$ cat config.mk
export PLATFORM = sky130hd
export DESIGN_NAME = down_timer_pwm_tone
export DESIGN_NICKNAME = d
export VERILOG_FILES = /design/src/timer_pkg.sv /design/src/down_timer_pwm_tone.sv
export SDC_FILE = /design/constraint.sdc
export NUM_CORES = 1
export LEC_CHECK = 0
export ABC_AREA = 0
export BUFFER_PORTS_ARGS = -buffer_cell sky130_fd_sc_hd__buf_2
export CAP_MARGIN = 40
export CORE_AREA = 2 2 126 128
export DETAILED_ROUTE_END_ITERATION = 10
export DIE_AREA = 0 0 128 130
export GPL_TIMING_DRIVEN = 0
export PLACE_DENSITY = 0.6
export SLEW_MARGIN = 20
export SYNTH_ARGS = -nofsm -noshare
export SYNTH_HDL_FRONTEND = slang
export SYNTH_SLANG_ARGS = --single-unit
$ cat constraint.sdc
create_clock -name pclk -period 3.6 [get_ports pclk]
set_input_delay 0.9 -clock pclk [delete_from_list [all_inputs] [get_ports pclk]]
set_output_delay 0.9 -clock pclk [all_outputs]
set_load 0.02 [all_outputs]
$ cat src/timer_pkg.sv
// Purpose: Shared constants and register layouts for the down timer block
// Assumes: APB with 32-bit data, one aligned word per register
// Notes:   Fields narrower than a word sit in the low bits
package timer_pkg;
	localparam logic [7:0] ctrl_a_off  = 8'h00;
	localparam logic [7:0] ctrl_b_off  = 8'h04;
	localparam logic [7:0] upper_off   = 8'h08;
	localparam logic [7:0] count_off   = 8'h0c;
	localparam logic [7:0] duty_off    = 8'h10;
	localparam logic [7:0] pscv_off    = 8'h14;
	localparam logic [7:0] irq_off     = 8'h18;
	localparam logic [7:0] tone_c_off  = 8'h1c;
	localparam logic [7:0] tone_s_off  = 8'h20;

	localparam int flag_bit = 4;
	localparam int ie_bit   = 0;
	localparam int gie_bit  = 7;

	localparam logic [7:0] ctrl_a_mask = 8'hcf;
	localparam logic [7:0] ctrl_b_mask = 8'h7f;
	localparam logic [7:0] upper_mask  = 8'h33;
	localparam logic [7:0] ctrl_a_rst  = 8'h00;
	localparam logic [7:0] ctrl_b_rst  = 8'h08;
	localparam logic [9:0] count_max   = 10'h3ff;
	localparam logic [9:0] count_rst   = 10'h000;

	typedef struct packed {
		logic       pulse_out_enable;
		logic       pulse_active_low;
		logic [1:0] rsvd;
		logic       fast_osc_select;
		logic       single_pass_select;
		logic       reload_on_underflow;
		logic       counter_run_enable;
	} ctrl_a_s;

	typedef struct packed {
		logic       rsvd;
		logic       half_step_extend;
		logic       external_clock_select;
		logic       count_edge_select;
		logic       prescaler_enable_n;
		logic [2:0] prescale_rate_select;
	} ctrl_b_s;

	typedef struct packed {
		logic       level;
		logic       enable;
	} pin_drive_s;
endpackage

$ cat src/down_timer_pwm_tone.sv
// Purpose: 10-bit down timer with prescaler, pulse output and tone output
// Assumes: instr_clk_tick is a pclk-domain strobe; pins are asynchronous
// Notes:   Half-step extension is one pclk, the finest step available
//
// Overview of operation
// Counter is 10 bits, counts down on selected source after prescaler.
// Upper reload bits staged first; low byte commits; loads at underflow.
// Low reload byte write while stopped loads the counter at once.
// Reading the count location returns the live count.
// Run enable bit starts and stops counting.
// Fast oscillator select wins; else external pin or instruction clock.
// External pin counts on falling edge if edge bit set, else rising.
// Prescaler active when enable_n is 0; ratio 1:2 to 1:256.
// Prescaler count is readable through its own register.
// Single-pass mode counts down once to zero, underflows, then stops.
// Continuous mode restarts from reload value or 0x3ff per reload bit.
// Underflow sets flag; request when flag enable and global enable set.
// Flag stays set until software writes zero to it.
// Pulse enable drives the shared pin and forces it to output.
// Polarity bit set makes the pulse active low.
// Duty is 10 bits; 0 never active, 0x3ff active 1023 input clocks.
// Software keeps duty no greater than the reload value.
// Upper duty bits staged first; low byte commits; active at wrap.
// Fast oscillator source with half-step bit lengthens the pulse.
// Tone enable drives the shared pin and forces it to output.
// Tone divides prescaler or counter output, ratio 1:2 to 1:256.
// Select codes 0 to 7 give ratios 2,4,8,...,256.
// Pulse output has priority over tone on the shared pin.
`timescale 1ns/1ps
module down_timer_pwm_tone (
	input  wire logic        pclk,
	input  wire logic        presetn,
	input  wire logic        psel,
	input  wire logic        penable,
	input  wire logic        pwrite,
	input  wire logic [7:0]  paddr,
	input  wire logic [31:0] pwdata,
	output logic [31:0]      prdata,
	output logic             pready,
	output logic             pslverr,
	input  wire logic        instr_clk_tick,
	input  wire logic        external_count_input,
	input  wire logic        internal_fast_osc,
	input  wire logic        shared_output_pin_in,
	output timer_pkg::pin_drive_s shared_output_pin,
	output logic             irq_request
);
	import timer_pkg::*;

	ctrl_a_s     control_register_a;
	ctrl_b_s     control_register_b;
	logic [7:0]  upper_bits_register;
	logic [9:0]  reload_buf;
	logic [9:0]  count;
	logic [9:0]  frame_top;
	logic [9:0]  duty_buf;
	logic [9:0]  duty_active;
	logic [7:0]  ps_cnt;
	logic [7:0]  tone_cnt;
	logic        tone_level;
	logic        tone_out_enable;
	logic [3:0]  tone_divide_select;
	logic        underflow_flag;
	logic        underflow_irq_enable;
	logic        global_irq_enable;
	logic        pwm_hold;
	logic [2:0]  ext_sync;
	logic [2:0]  osc_sync;

	// APB decode
	wire access  = psel & penable;
	wire wr      = access & pwrite & pready;
	wire rd_cap  = access & ~pwrite & ~pready;
	wire hit_a   = paddr == ctrl_a_off;
	wire hit_b   = paddr == ctrl_b_off;
	wire hit_up  = paddr == upper_off;
	wire hit_cnt = paddr == count_off;
	wire hit_dut = paddr == duty_off;
	wire hit_ps  = paddr == pscv_off;
	wire hit_irq = paddr == irq_off;
	wire hit_tc  = paddr == tone_c_off;
	wire hit_ts  = paddr == tone_s_off;
	wire mapped  = hit_a | hit_b | hit_up | hit_cnt | hit_dut | hit_ps |
		hit_irq | hit_tc | hit_ts;
	wire wr_a    = wr & hit_a;
	wire wr_low  = wr & hit_cnt;
	wire wr_duty = wr & hit_dut;
	wire wr_irq  = wr & hit_irq;
	wire [9:0] new_reload = {upper_bits_register[5:4], pwdata[7:0]};
	wire [9:0] new_duty   = {upper_bits_register[1:0], pwdata[7:0]};
	wire [7:0] irq_view   = {global_irq_enable, 2'b00, underflow_flag,
		3'b000, underflow_irq_enable};

	wire [31:0] rd_mux =
		hit_a   ? {24'h000000, control_register_a & ctrl_a_mask} :
		hit_b   ? {24'h000000, control_register_b & ctrl_b_mask} :
		hit_up  ? {24'h000000, upper_bits_register} :
		hit_cnt ? {22'h0, count} :
		hit_dut ? {22'h0, duty_active} :
		hit_ps  ? {24'h000000, ps_cnt} :
		hit_irq ? {24'h000000, irq_view} :
		hit_tc  ? {24'h000000, tone_out_enable, 7'h00} :
		hit_ts  ? {28'h0000000, tone_divide_select} : 32'h00000000;

	always_ff @(posedge pclk or negedge presetn) begin
		if (!presetn) begin
			pready  <= 1'b0;
			pslverr <= 1'b0;
			prdata  <= 32'h00000000;
		end else begin
			pready  <= access & ~pready;
			pslverr <= access & ~pready & ~mapped;
			if (rd_cap)
				prdata <= rd_mux;
		end
	end

	// Pin synchronisers; stage 0 is read only by stage 1
	always_ff @(posedge pclk or negedge presetn) begin
		if (!presetn) begin
			ext_sync <= 3'b000;
			osc_sync <= 3'b000;
		end else begin
			ext_sync <= {ext_sync[1:0], external_count_input};
			osc_sync <= {osc_sync[1:0], internal_fast_osc};
		end
	end

	wire ext_rise  = ext_sync[1] & ~ext_sync[2];
	wire ext_fall  = ~ext_sync[1] & ext_sync[2];
	wire osc_rise  = osc_sync[1] & ~osc_sync[2];
	wire ext_tick  = control_register_b.count_edge_select ? ext_fall
		: ext_rise;
	wire src_sel   = control_register_a.fast_osc_select ? osc_rise :
		control_register_b.external_clock_select ? ext_tick :
		instr_clk_tick;
	wire running   = control_register_a.counter_run_enable;
	wire src_tick  = running & src_sel;
	wire ps_on     = ~control_register_b.prescaler_enable_n;
	wire [7:0] ps_mask = 8'((9'h002 << control_register_b.prescale_rate_select)
		- 9'h001);
	wire ps_wrap   = (ps_cnt & ps_mask) == ps_mask;
	wire ps_tick   = ps_on ? (src_tick & ps_wrap) : src_tick;
	wire cnt_tick  = ps_tick;
	wire underflow = cnt_tick & (count == 10'h000);
	wire [9:0] restart = control_register_a.reload_on_underflow ? reload_buf
		: count_max;
	wire one_shot  = control_register_a.single_pass_select;

	always_ff @(posedge pclk or negedge presetn) begin
		if (!presetn)
			ps_cnt <= 8'h00;
		else if (src_tick & ps_on)
			ps_cnt <= ps_cnt + 8'h01;
	end

	// Control registers; single pass clears run after its underflow
	always_ff @(posedge pclk or negedge presetn) begin
		if (!presetn) begin
			control_register_a  <= ctrl_a_rst;
			control_register_b  <= ctrl_b_rst;
			upper_bits_register <= 8'h00;
			tone_out_enable     <= 1'b0;
			tone_divide_select  <= 4'h0;
		end else begin
			if (wr_a)
				control_register_a <= pwdata[7:0] & ctrl_a_mask;
			else if (underflow & one_shot)
				control_register_a.counter_run_enable <= 1'b0;
			if (wr & hit_b)
				control_register_b <= pwdata[7:0] & ctrl_b_mask;
			if (wr & hit_up)
				upper_bits_register <= pwdata[7:0] & upper_mask;
			if (wr & hit_tc)
				tone_out_enable <= pwdata[7];
			if (wr & hit_ts)
				tone_divide_select <= pwdata[3:0];
		end
	end

	// Counter, frame top and double buffers
	always_ff @(posedge pclk or negedge presetn) begin
		if (!presetn) begin
			reload_buf  <= count_rst;
			count       <= count_rst;
			frame_top   <= count_rst;
			duty_buf    <= count_rst;
			duty_active <= count_rst;
		end else begin
			if (wr_low)
				reload_buf <= new_reload;
			if (wr_duty)
				duty_buf <= new_duty;
			if (wr_low & ~running) begin
				count     <= new_reload;
				frame_top <= new_reload;
			end else if (underflow & ~one_shot) begin
				count       <= restart;
				frame_top   <= restart;
				duty_active <= duty_buf;
			end else if (cnt_tick & (count != 10'h000))
				count <= count - 10'h001;
		end
	end

	// Underflow flag: set wins over the software clear
	always_ff @(posedge pclk or negedge presetn) begin
		if (!presetn) begin
			underflow_flag       <= 1'b0;
			underflow_irq_enable <= 1'b0;
			global_irq_enable    <= 1'b0;
			irq_request          <= 1'b0;
		end else begin
			underflow_flag <= underflow | (underflow_flag &
				~(wr_irq & ~pwdata[flag_bit]));
			if (wr_irq) begin
				underflow_irq_enable <= pwdata[ie_bit];
				global_irq_enable    <= pwdata[gie_bit];
			end
			irq_request <= underflow_flag & underflow_irq_enable &
				global_irq_enable;
		end
	end

	// Pulse generator: active for the first duty ticks of each frame
	wire [9:0] elapsed  = frame_top - count;
	wire pwm_raw        = running & (elapsed < duty_active);
	wire half_on        = control_register_a.fast_osc_select &
		control_register_b.half_step_extend;
	wire pwm_active     = pwm_raw | (half_on & pwm_hold);
	wire pwm_level      = pwm_active ^ control_register_a.pulse_active_low;

	// Tone divider
	wire tone_src  = tone_divide_select[3] ? underflow : ps_tick;
	wire [7:0] tone_mask = 8'((9'h001 << tone_divide_select[2:0])
		- 9'h001);
	wire tone_wrap = (tone_cnt & tone_mask) == tone_mask;

	always_ff @(posedge pclk or negedge presetn) begin
		if (!presetn) begin
			tone_cnt   <= 8'h00;
			tone_level <= 1'b0;
			pwm_hold   <= 1'b0;
		end else begin
			pwm_hold <= pwm_raw;
			if (tone_src) begin
				tone_cnt <= tone_cnt + 8'h01;
				if (tone_wrap)
					tone_level <= ~tone_level;
			end
		end
	end

	// Shared pin, pulse first
	wire pulse_en = control_register_a.pulse_out_enable;
	wire pin_en   = pulse_en | tone_out_enable;
	wire pin_lvl  = pulse_en ? pwm_level : tone_level;

	always_ff @(posedge pclk or negedge presetn) begin
		if (!presetn)
			shared_output_pin <= 2'b00;
		else begin
			shared_output_pin.enable <= pin_en;
			shared_output_pin.level  <= pin_en & pin_lvl;
		end
	end
endmodule

Yosys cells after proc, flatten, opt, wreduce, memory -nomap -nowiden
Cells that the tools add are included.
{"block": "word_totals", "inputBits": 49, "out_inout_bits": 37, "regBits": 136}
{"block": "op_classes", "order_cmp": 1, "mux": 23, "bitwise": 61, "eq_ne": 10, "reduce_logical": 8, "shifts": 2, "n_addsub": 6}
{"cell": "$mux 10", "n": 11}
{"cell": "$and 1x1->1", "n": 34}
{"cell": "$eq 8x5->1 const B", "n": 4}
{"cell": "$mux 8", "n": 3}
{"cell": "$add 8x1->8 const B", "n": 2}
{"cell": "$and 8x8->8", "n": 2}
{"cell": "$eq 8x4->1 const B", "n": 2}
{"cell": "$eq 8x8->1", "n": 2}
{"cell": "$sub 8x1->8 const B", "n": 2}
{"cell": "$not 1->1", "n": 13}
{"cell": "$or 1x1->1", "n": 11}
{"cell": "$logic_not 10->1", "n": 1}
{"cell": "$lt 10x10->1", "n": 1}
{"cell": "$reduce_bool 10->1", "n": 1}
{"cell": "$sub 10x1->10 const B", "n": 1}
{"cell": "$sub 10x10->10", "n": 1}
{"cell": "$eq 8x3->1 const B", "n": 1}
{"cell": "$eq 8x6->1 const B", "n": 1}
{"cell": "$logic_not 8->1", "n": 1}
{"cell": "$mux 1", "n": 8}
{"cell": "$shl 1x3->8 const A", "n": 1}
{"cell": "$shl 2x3->8 const A", "n": 1}
{"cell": "$mux 4", "n": 1}
{"cell": "$reduce_and 2->1", "n": 2}
{"cell": "3 further kinds", "n": 4}

Depth between registers and ports, before layout
{"block": "depth", "ltp_word": 12, "mapped_depth": 17, "depth_no_buf": 17}

Worst setup path before layout
No wires, ideal clock.
{"block": "synth_path", "path_type": "flip-flop to flip-flop", "from": "reg count[1]", "to": "reg shared_output_pin[1] (netlist name)", "path_slack_ns": 0.595, "synth_period_minus_slack_ns": 3.005, "arrival_ns": 2.909, "setup_ns": 0.095, "stages_incl_launch_ff": 18, "t_required_ns": 3.505, "path_cell_list": "dfrtp_1 inv_1 ha_1 nor2b_1 o21ai_0 a21boi_0 o21ai_0 a21oi_1 or4_1 nand3_1 ha_1 nand4_1 inv_1 nand2_1 nand4b_1 a21oi_1 nor3_1 o31ai_1"}
{"block": "synth_via", "elab_chain_len": 7}
{"element": "start: declaration", "line": "down_timer_pwm_tone.sv:54", "text": "logic [9:0] count;"}
{"element": "start signal: assignment", "line": "down_timer_pwm_tone.sv:185", "text": "count <= count_rst;"}
{"element": "start signal: assignment", "line": "down_timer_pwm_tone.sv:195", "text": "count <= new_reload;"}
{"element": "start signal: assignment", "line": "down_timer_pwm_tone.sv:198", "text": "count <= restart;"}
{"element": "$sub 10x10->10", "line": "down_timer_pwm_tone.sv:226", "text": "wire [9:0] elapsed = frame_top - count;"}
{"element": "$lt 10x10->1", "line": "down_timer_pwm_tone.sv:227", "text": "wire pwm_raw = running & (elapsed < duty_active);"}
{"element": "$and 1x1->1", "line": "down_timer_pwm_tone.sv:227"}
{"element": "named net pwm_raw", "line": "down_timer_pwm_tone.sv:227"}
{"element": "$or 1x1->1", "line": "down_timer_pwm_tone.sv:230", "text": "wire pwm_active = pwm_raw | (half_on & pwm_hold);"}
{"element": "$xor 1x1->1", "line": "down_timer_pwm_tone.sv:231", "text": "wire pwm_level = pwm_active ^ control_register_a.pulse_active_low;"}
{"element": "$mux 1", "line": "down_timer_pwm_tone.sv:257", "text": "wire pin_lvl = pulse_en ? pwm_level : tone_level;"}
{"element": "$and 1x1->1", "line": "down_timer_pwm_tone.sv:264", "text": "shared_output_pin.level <= pin_en & pin_lvl;"}
{"element": "end: declaration", "line": "down_timer_pwm_tone.sv:45", "text": "output timer_pkg::pin_drive_s shared_output_pin,"}
The timed path passes the listed nets, and every way through them passes these cells.
A chain may end at the register's enable or synchronous reset.

Final worst setup path
{"block": "layout_path", "from": "reg count[1]", "to": "reg count[5]"}
{"block": "layout_via", "elab_chain_len": 5, "word_cells_on_any_way": 10, "cone_classes": "1 x add/sub; 3 x mux; 3 x bitwise; 3 x reduce/logical"}
{"element": "parallel branches: the longest is 5 deep, another holds $sub 10x1->10"}
Parallel ways; which one is timed is not known. The select of a mux whose other input is x is not followed.

==> impl_metrics.prom <==
# TYPE chip_impl_metric gauge
chip_impl_metric{name="detail_route.wirelength",unit="um"} 16170
chip_impl_metric{name="timing.max_cap.violations",unit=""} 0
chip_impl_metric{name="drt_iter0_drc",unit=""} 430
chip_impl_metric{name="tightest_slew",unit="ns"} 0.7627
chip_impl_metric{name="clk_transition_reported_paths",unit="ns"} 0.05
chip_impl_metric{name="cts_max_level",unit=""} 4
chip_impl_metric{name="die_height",unit="um"} 130
chip_impl_metric{name="post_synth_and_or_nand_nor_area_fraction",unit="%"} 13.71
chip_impl_metric{name="total_setup_violations_reported_at_the_end_of_the_flow",unit=""} 0
chip_impl_metric{name="top_level_ports",unit=""} 86
chip_impl_metric{name="timing.final.max_slew_violations",unit=""} 0
chip_impl_metric{name="drtAntennaViolNets",unit=""} 0
chip_impl_info{name="worst_r2r_startpoint",value="count[1]"} 1
chip_impl_metric{name="floorplan.die.width",unit="um"} 128
chip_impl_metric{name="ir_drop",unit="V"} 0.0003465
chip_impl_info{name="r2r_end",value="count[5]"} 1
chip_impl_metric{name="place_congestion",unit=""} 0.9081
chip_impl_metric{name="first_pass_iters",unit=""} 6
chip_impl_metric{name="post_synth_num_cell_types",unit=""} 63
chip_impl_info{name="root_cell_of_the_clock_tree",value="sky130_fd_sc_hd__clkbuf_16"} 1
chip_impl_metric{name="cellPowerDensity",unit="nW/um^2"} 610.7
chip_impl_metric{name="die_area",unit="sq um"} 16640
chip_impl_metric{name="static-leakage-power",unit="uW"} 0.003485
chip_impl_metric{name="groute.usage.overall",unit="%"} 20.79
chip_impl_metric{name="layout-drive-gt1-share",unit="%"} 24.45
chip_impl_metric{name="placedCellCount",unit=""} 841
chip_impl_metric{name="floorplan.initialDensity",unit="%"} 39.22
chip_impl_metric{name="yosysWarnings",unit=""} 0
chip_impl_metric{name="power.total",unit="uW"} 4424
chip_impl_info{name="outcome",value="finished, final reports clean"} 1
chip_impl_metric{name="seq_area_frac_synth",unit="%"} 46.76
chip_impl_metric{name="critPathRequiredTime",unit="ns"} 3.88
chip_impl_info{name="dominantRegCellSynth",value="sky130_fd_sc_hd__dfrtp_1"} 1
chip_impl_info{name="crit_type",value="reg -> reg"} 1
chip_impl_metric{name="critical_path_peak_fanout",unit=""} 10
chip_impl_metric{name="layout.filler_cells",unit=""} 1427
chip_impl_metric{name="numCtsBuffers",unit=""} 17
chip_impl_metric{name="min_period_over_period",unit="%"} 93.58
chip_impl_metric{name="numClockSinks",unit=""} 113
chip_impl_info{name="grt_setup_unrepaired",value="false"} 1
chip_impl_metric{name="grt_max_degree",unit=""} 77
chip_impl_metric{name="slew_headroom",unit="%"} 48.96
chip_impl_info{name="worstSetupStartpoint",value="count[1]"} 1
chip_impl_metric{name="hold_viol_final",unit=""} 0
chip_impl_metric{name="setup.reg_to_reg.worst_slack",unit="ns"} 0.23
chip_impl_metric{name="post-route-drc-count",unit=""} 0
chip_impl_metric{name="final_cells",unit=""} 875
chip_impl_metric{name="synth_adder_area_share",unit="%"} 4.674
chip_impl_metric{name="ys_seq_elements",unit=""} 113
chip_impl_info{name="timing.critical_path.from_type",value="register"} 1
chip_impl_metric{name="cts.hold.buffers_added",unit=""} 0
chip_impl_metric{name="dr_wl_met2",unit="um"} 7532
chip_impl_metric{name="place.port_buffers",unit=""} 36
chip_impl_metric{name="wl_per_cell",unit="um"} 18.48
chip_impl_metric{name="number_of_enable_flip_flop_cells_after_synthesis",unit=""} 0
chip_impl_metric{name="design.core.area",unit="sq um"} 15420
chip_impl_metric{name="met3_wirelength",unit="um"} 820
chip_impl_metric{name="antenna_violations_before_repair",unit=""} 0
chip_impl_metric{name="worst_r2r_path_depth",unit=""} 10
chip_impl_metric{name="finClkSkew",unit="ns"} 0.007489
chip_impl_metric{name="grt_pass1_wl",unit="um"} 25960
chip_impl_metric{name="fin_util",unit="%"} 46.96
chip_impl_metric{name="finalHoldWorstSlack",unit="ns"} 0.3505
chip_impl_metric{name="synthArstFlopShare",unit="%"} 100.0
chip_impl_info{name="clock_tree_from_tritoncts",value="built"} 1
chip_impl_metric{name="clock_path_buffers",unit=""} 2
chip_impl_info{name="synth_top_family_by_area",value="compound AO/OA/AOI/OAI gates"} 1
chip_impl_metric{name="detail_route.wirelength.met1",unit="um"} 7378
chip_impl_metric{name="design.final.nets",unit=""} 741
chip_impl_metric{name="post_synth_mux_area_share",unit="%"} 10.13
chip_impl_info{name="critPathCapture",value="count[5]"} 1
chip_impl_metric{name="synth-xor-area-share",unit="%"} 3.040
chip_impl_metric{name="placement_rows",unit=""} 46
chip_impl_metric{name="ff_latch_area",unit="sq um"} 2830
chip_impl_metric{name="areaGrowthSynthToFinish",unit="%"} 19.73
chip_impl_metric{name="layout_setup_ws",unit="ns"} 0.2310
chip_impl_metric{name="diodes_inserted",unit=""} 0
chip_impl_metric{name="max_freq",unit="GHz"} 0.2968
chip_impl_metric{name="via_count_of_the_first_global_routing_pass",unit=""} 4608
chip_impl_metric{name="timing.final.crit_period",unit="ns"} 3.369
chip_impl_metric{name="avgViaCountPerCell",unit=""} 5.411
chip_impl_metric{name="worst_skew_pair.late_latency",unit="ns"} 0.42
chip_impl_metric{name="syn-mean-instance-area",unit="sq um"} 10.27
chip_impl_info{name="highest_layer",value="met4"} 1
chip_impl_metric{name="overflow",unit=""} 0
chip_impl_metric{name="synth_compound_gate_area_share",unit="%"} 15.59
chip_impl_metric{name="syn_area",unit="sq um"} 6050
chip_impl_metric{name="multi_input_area",unit="sq um"} 2950
chip_impl_metric{name="detailroute.via_count",unit=""} 4735
chip_impl_info{name="hp-class",value="reg -> reg"} 1
chip_impl_metric{name="detailedPlace.worstSlack",unit="ns"} -0.1189
chip_impl_metric{name="hpwlAfterDp",unit="um"} 12240
chip_impl_info{name="critPathCaptureType",value="register"} 1
chip_impl_metric{name="mapped_cells",unit=""} 589
chip_impl_metric{name="crit_arrival",unit="ns"} 3.65
-- report_power, final --
part           total (uW)  switching, uW  internal, uW  leakage [uW]
combinational        1020            595           429       0.00177
sequential           1650            217          1440       0.00143
clock                1750            633          1110      0.000290
-- worst max-delay path, cell delays in order (launching register included) --
cell and delay [ns]:
sky130_fd_sc_hd__dfrtp_1 0.40, sky130_fd_sc_hd__inv_2 0.13, sky130_fd_sc_hd__ha_1 0.22, sky130_fd_sc_hd__or4b_4 0.51, sky130_fd_sc_hd__nor4b_4 0.52, sky130_fd_sc_hd__nand2b_2 0.20, sky130_fd_sc_hd__a2111oi_4 0.49, sky130_fd_sc_hd__nor2_1 0.20
sky130_fd_sc_hd__buf_2 0.25, sky130_fd_sc_hd__a31oi_1 0.19, sky130_fd_sc_hd__o22ai_1 0.10
-- per-layer routing --
metal  up-vias  GRT usage (%)
met5         -              0
met4         0          8.920
met3        29          3.608
met2       168          32.90
met1      2297          28.36
li1       2241              -
-- cells in the final DEF (no fill, tap or decap), types with 7 or more instances in the layout --
master | netlist | routed
sky130_fd_sc_hd__a31oi_1 | 9 | 9
sky130_fd_sc_hd__nand3_1 | 8 | 8
sky130_fd_sc_hd__nand2b_1 | 13 | 13
sky130_fd_sc_hd__dfrtp_1 | 112 | 111
sky130_fd_sc_hd__xnor2_1 | 9 | 9
sky130_fd_sc_hd__o22ai_1 | 7 | 7
sky130_fd_sc_hd__buf_4 | 24 | 27
sky130_fd_sc_hd__nor2_1 | 34 | 34
sky130_fd_sc_hd__a21o_1 | 10 | 10
sky130_fd_sc_hd__o21ai_0 | 47 | 43
sky130_fd_sc_hd__conb_1 | 1 | 22
sky130_fd_sc_hd__clkbuf_1 | 7 | 7
sky130_fd_sc_hd__buf_2 | 3 | 39
sky130_fd_sc_hd__ha_1 | 21 | 21
sky130_fd_sc_hd__nor3_1 | 16 | 16
sky130_fd_sc_hd__clkbuf_16 | 0 | 17
sky130_fd_sc_hd__inv_1 | 35 | 34
sky130_fd_sc_hd__a22o_1 | 7 | 7
sky130_fd_sc_hd__mux2_2 | 46 | 46
sky130_fd_sc_hd__nand4_1 | 7 | 7
sky130_fd_sc_hd__xor2_1 | 12 | 12
sky130_fd_sc_hd__a21oi_1 | 19 | 17
sky130_fd_sc_hd__nand2_1 | 56 | 56
-- layout make-up --
type | instances | area share (%)
Timing Repair Buffer | 41 | 3.334
Sequential cell | 113 | 39.07
Tap cell | 192 | 3.317
Multi-Input combinational cell | 425 | 40.73
Clock buffer | 18 | 6.063
Buffer | 37 | 3.213
Inverter | 35 | 1.814
Clock inverter | 14 | 2.453
-- what timing repair did --
action	4_1_cts	5_1_grt
setup buffers	0	2
pin swaps	0	3
gates cloned	0	0
setup endpoints to repair	1	1
gates resized for setup	3	6
-- synth_stat cells, types with 10 or more instances --
master                     number  share of area (%)
sky130_fd_sc_hd__nor2_1        34                2.1
sky130_fd_sc_hd__nand2b_1      13                1.3
sky130_fd_sc_hd__ha_1          21                4.3
sky130_fd_sc_hd__mux2_2        46                8.6
sky130_fd_sc_hd__inv_1         35                2.2
sky130_fd_sc_hd__nand2_1       56                3.5
sky130_fd_sc_hd__a21o_1        10                1.2
sky130_fd_sc_hd__a21oi_1       19                1.6
sky130_fd_sc_hd__buf_4         24                3.0
sky130_fd_sc_hd__dfrtp_1      112                 46
sky130_fd_sc_hd__xor2_1        12                1.7
sky130_fd_sc_hd__o21ai_0       47                3.9
sky130_fd_sc_hd__nor3_1        16                1.3
-- sequential cells by signal, indices dropped and copies added, names as in the netlist, 2 cells and up --
register	cells
count	10
osc_sync	3
tone_divide_select	4
shared_output_pin	2
tone_cnt	7
ps_cnt	8
upper_bits_register	4
ext_sync	3
prdata	10
duty_buf	10
reload_buf	10
frame_top	10
control_register_b	7
duty_active	10
control_register_a	3
-- worst min path at each step --
| stage | start | endpoint | cells past startpoint |
|---|---|---|---|
| after floorplan | ext_sync[0] | ext_sync[1] | 0 |
| after global placement | ext_sync[0] | ext_sync[1] | 0 |
| after detailed placement | ext_sync[0] | ext_sync[1] | 0 |
| after CTS | ext_sync[0] | ext_sync[1] | 0 |
| after global routing | ext_sync[0] | ext_sync[1] | 0 |
| final | ext_sync[0] | ext_sync[1] | 0 |
-- through the flow --
step	cell area, sq um	setup TNS (ns)
2_1_floorplan	6128	0
3_3_place_gp	6549	-0.07456
3_5_place_dp	6595	-0.1189
4_1_cts	7223	0
5_1_grt	7243	0
6_report	7243	0
-- cell families after synthesis --
kind of cell,count (synthesis)
AND/OR/NAND/NOR,164
AO/OA/AOI/OAI,143
flip-flops,113
buffers and inverters,72
multiplexers,53
adder cells (fa/ha/maj),22
XOR/XNOR,21
other,1
Power figures use the tool's default switching activity.
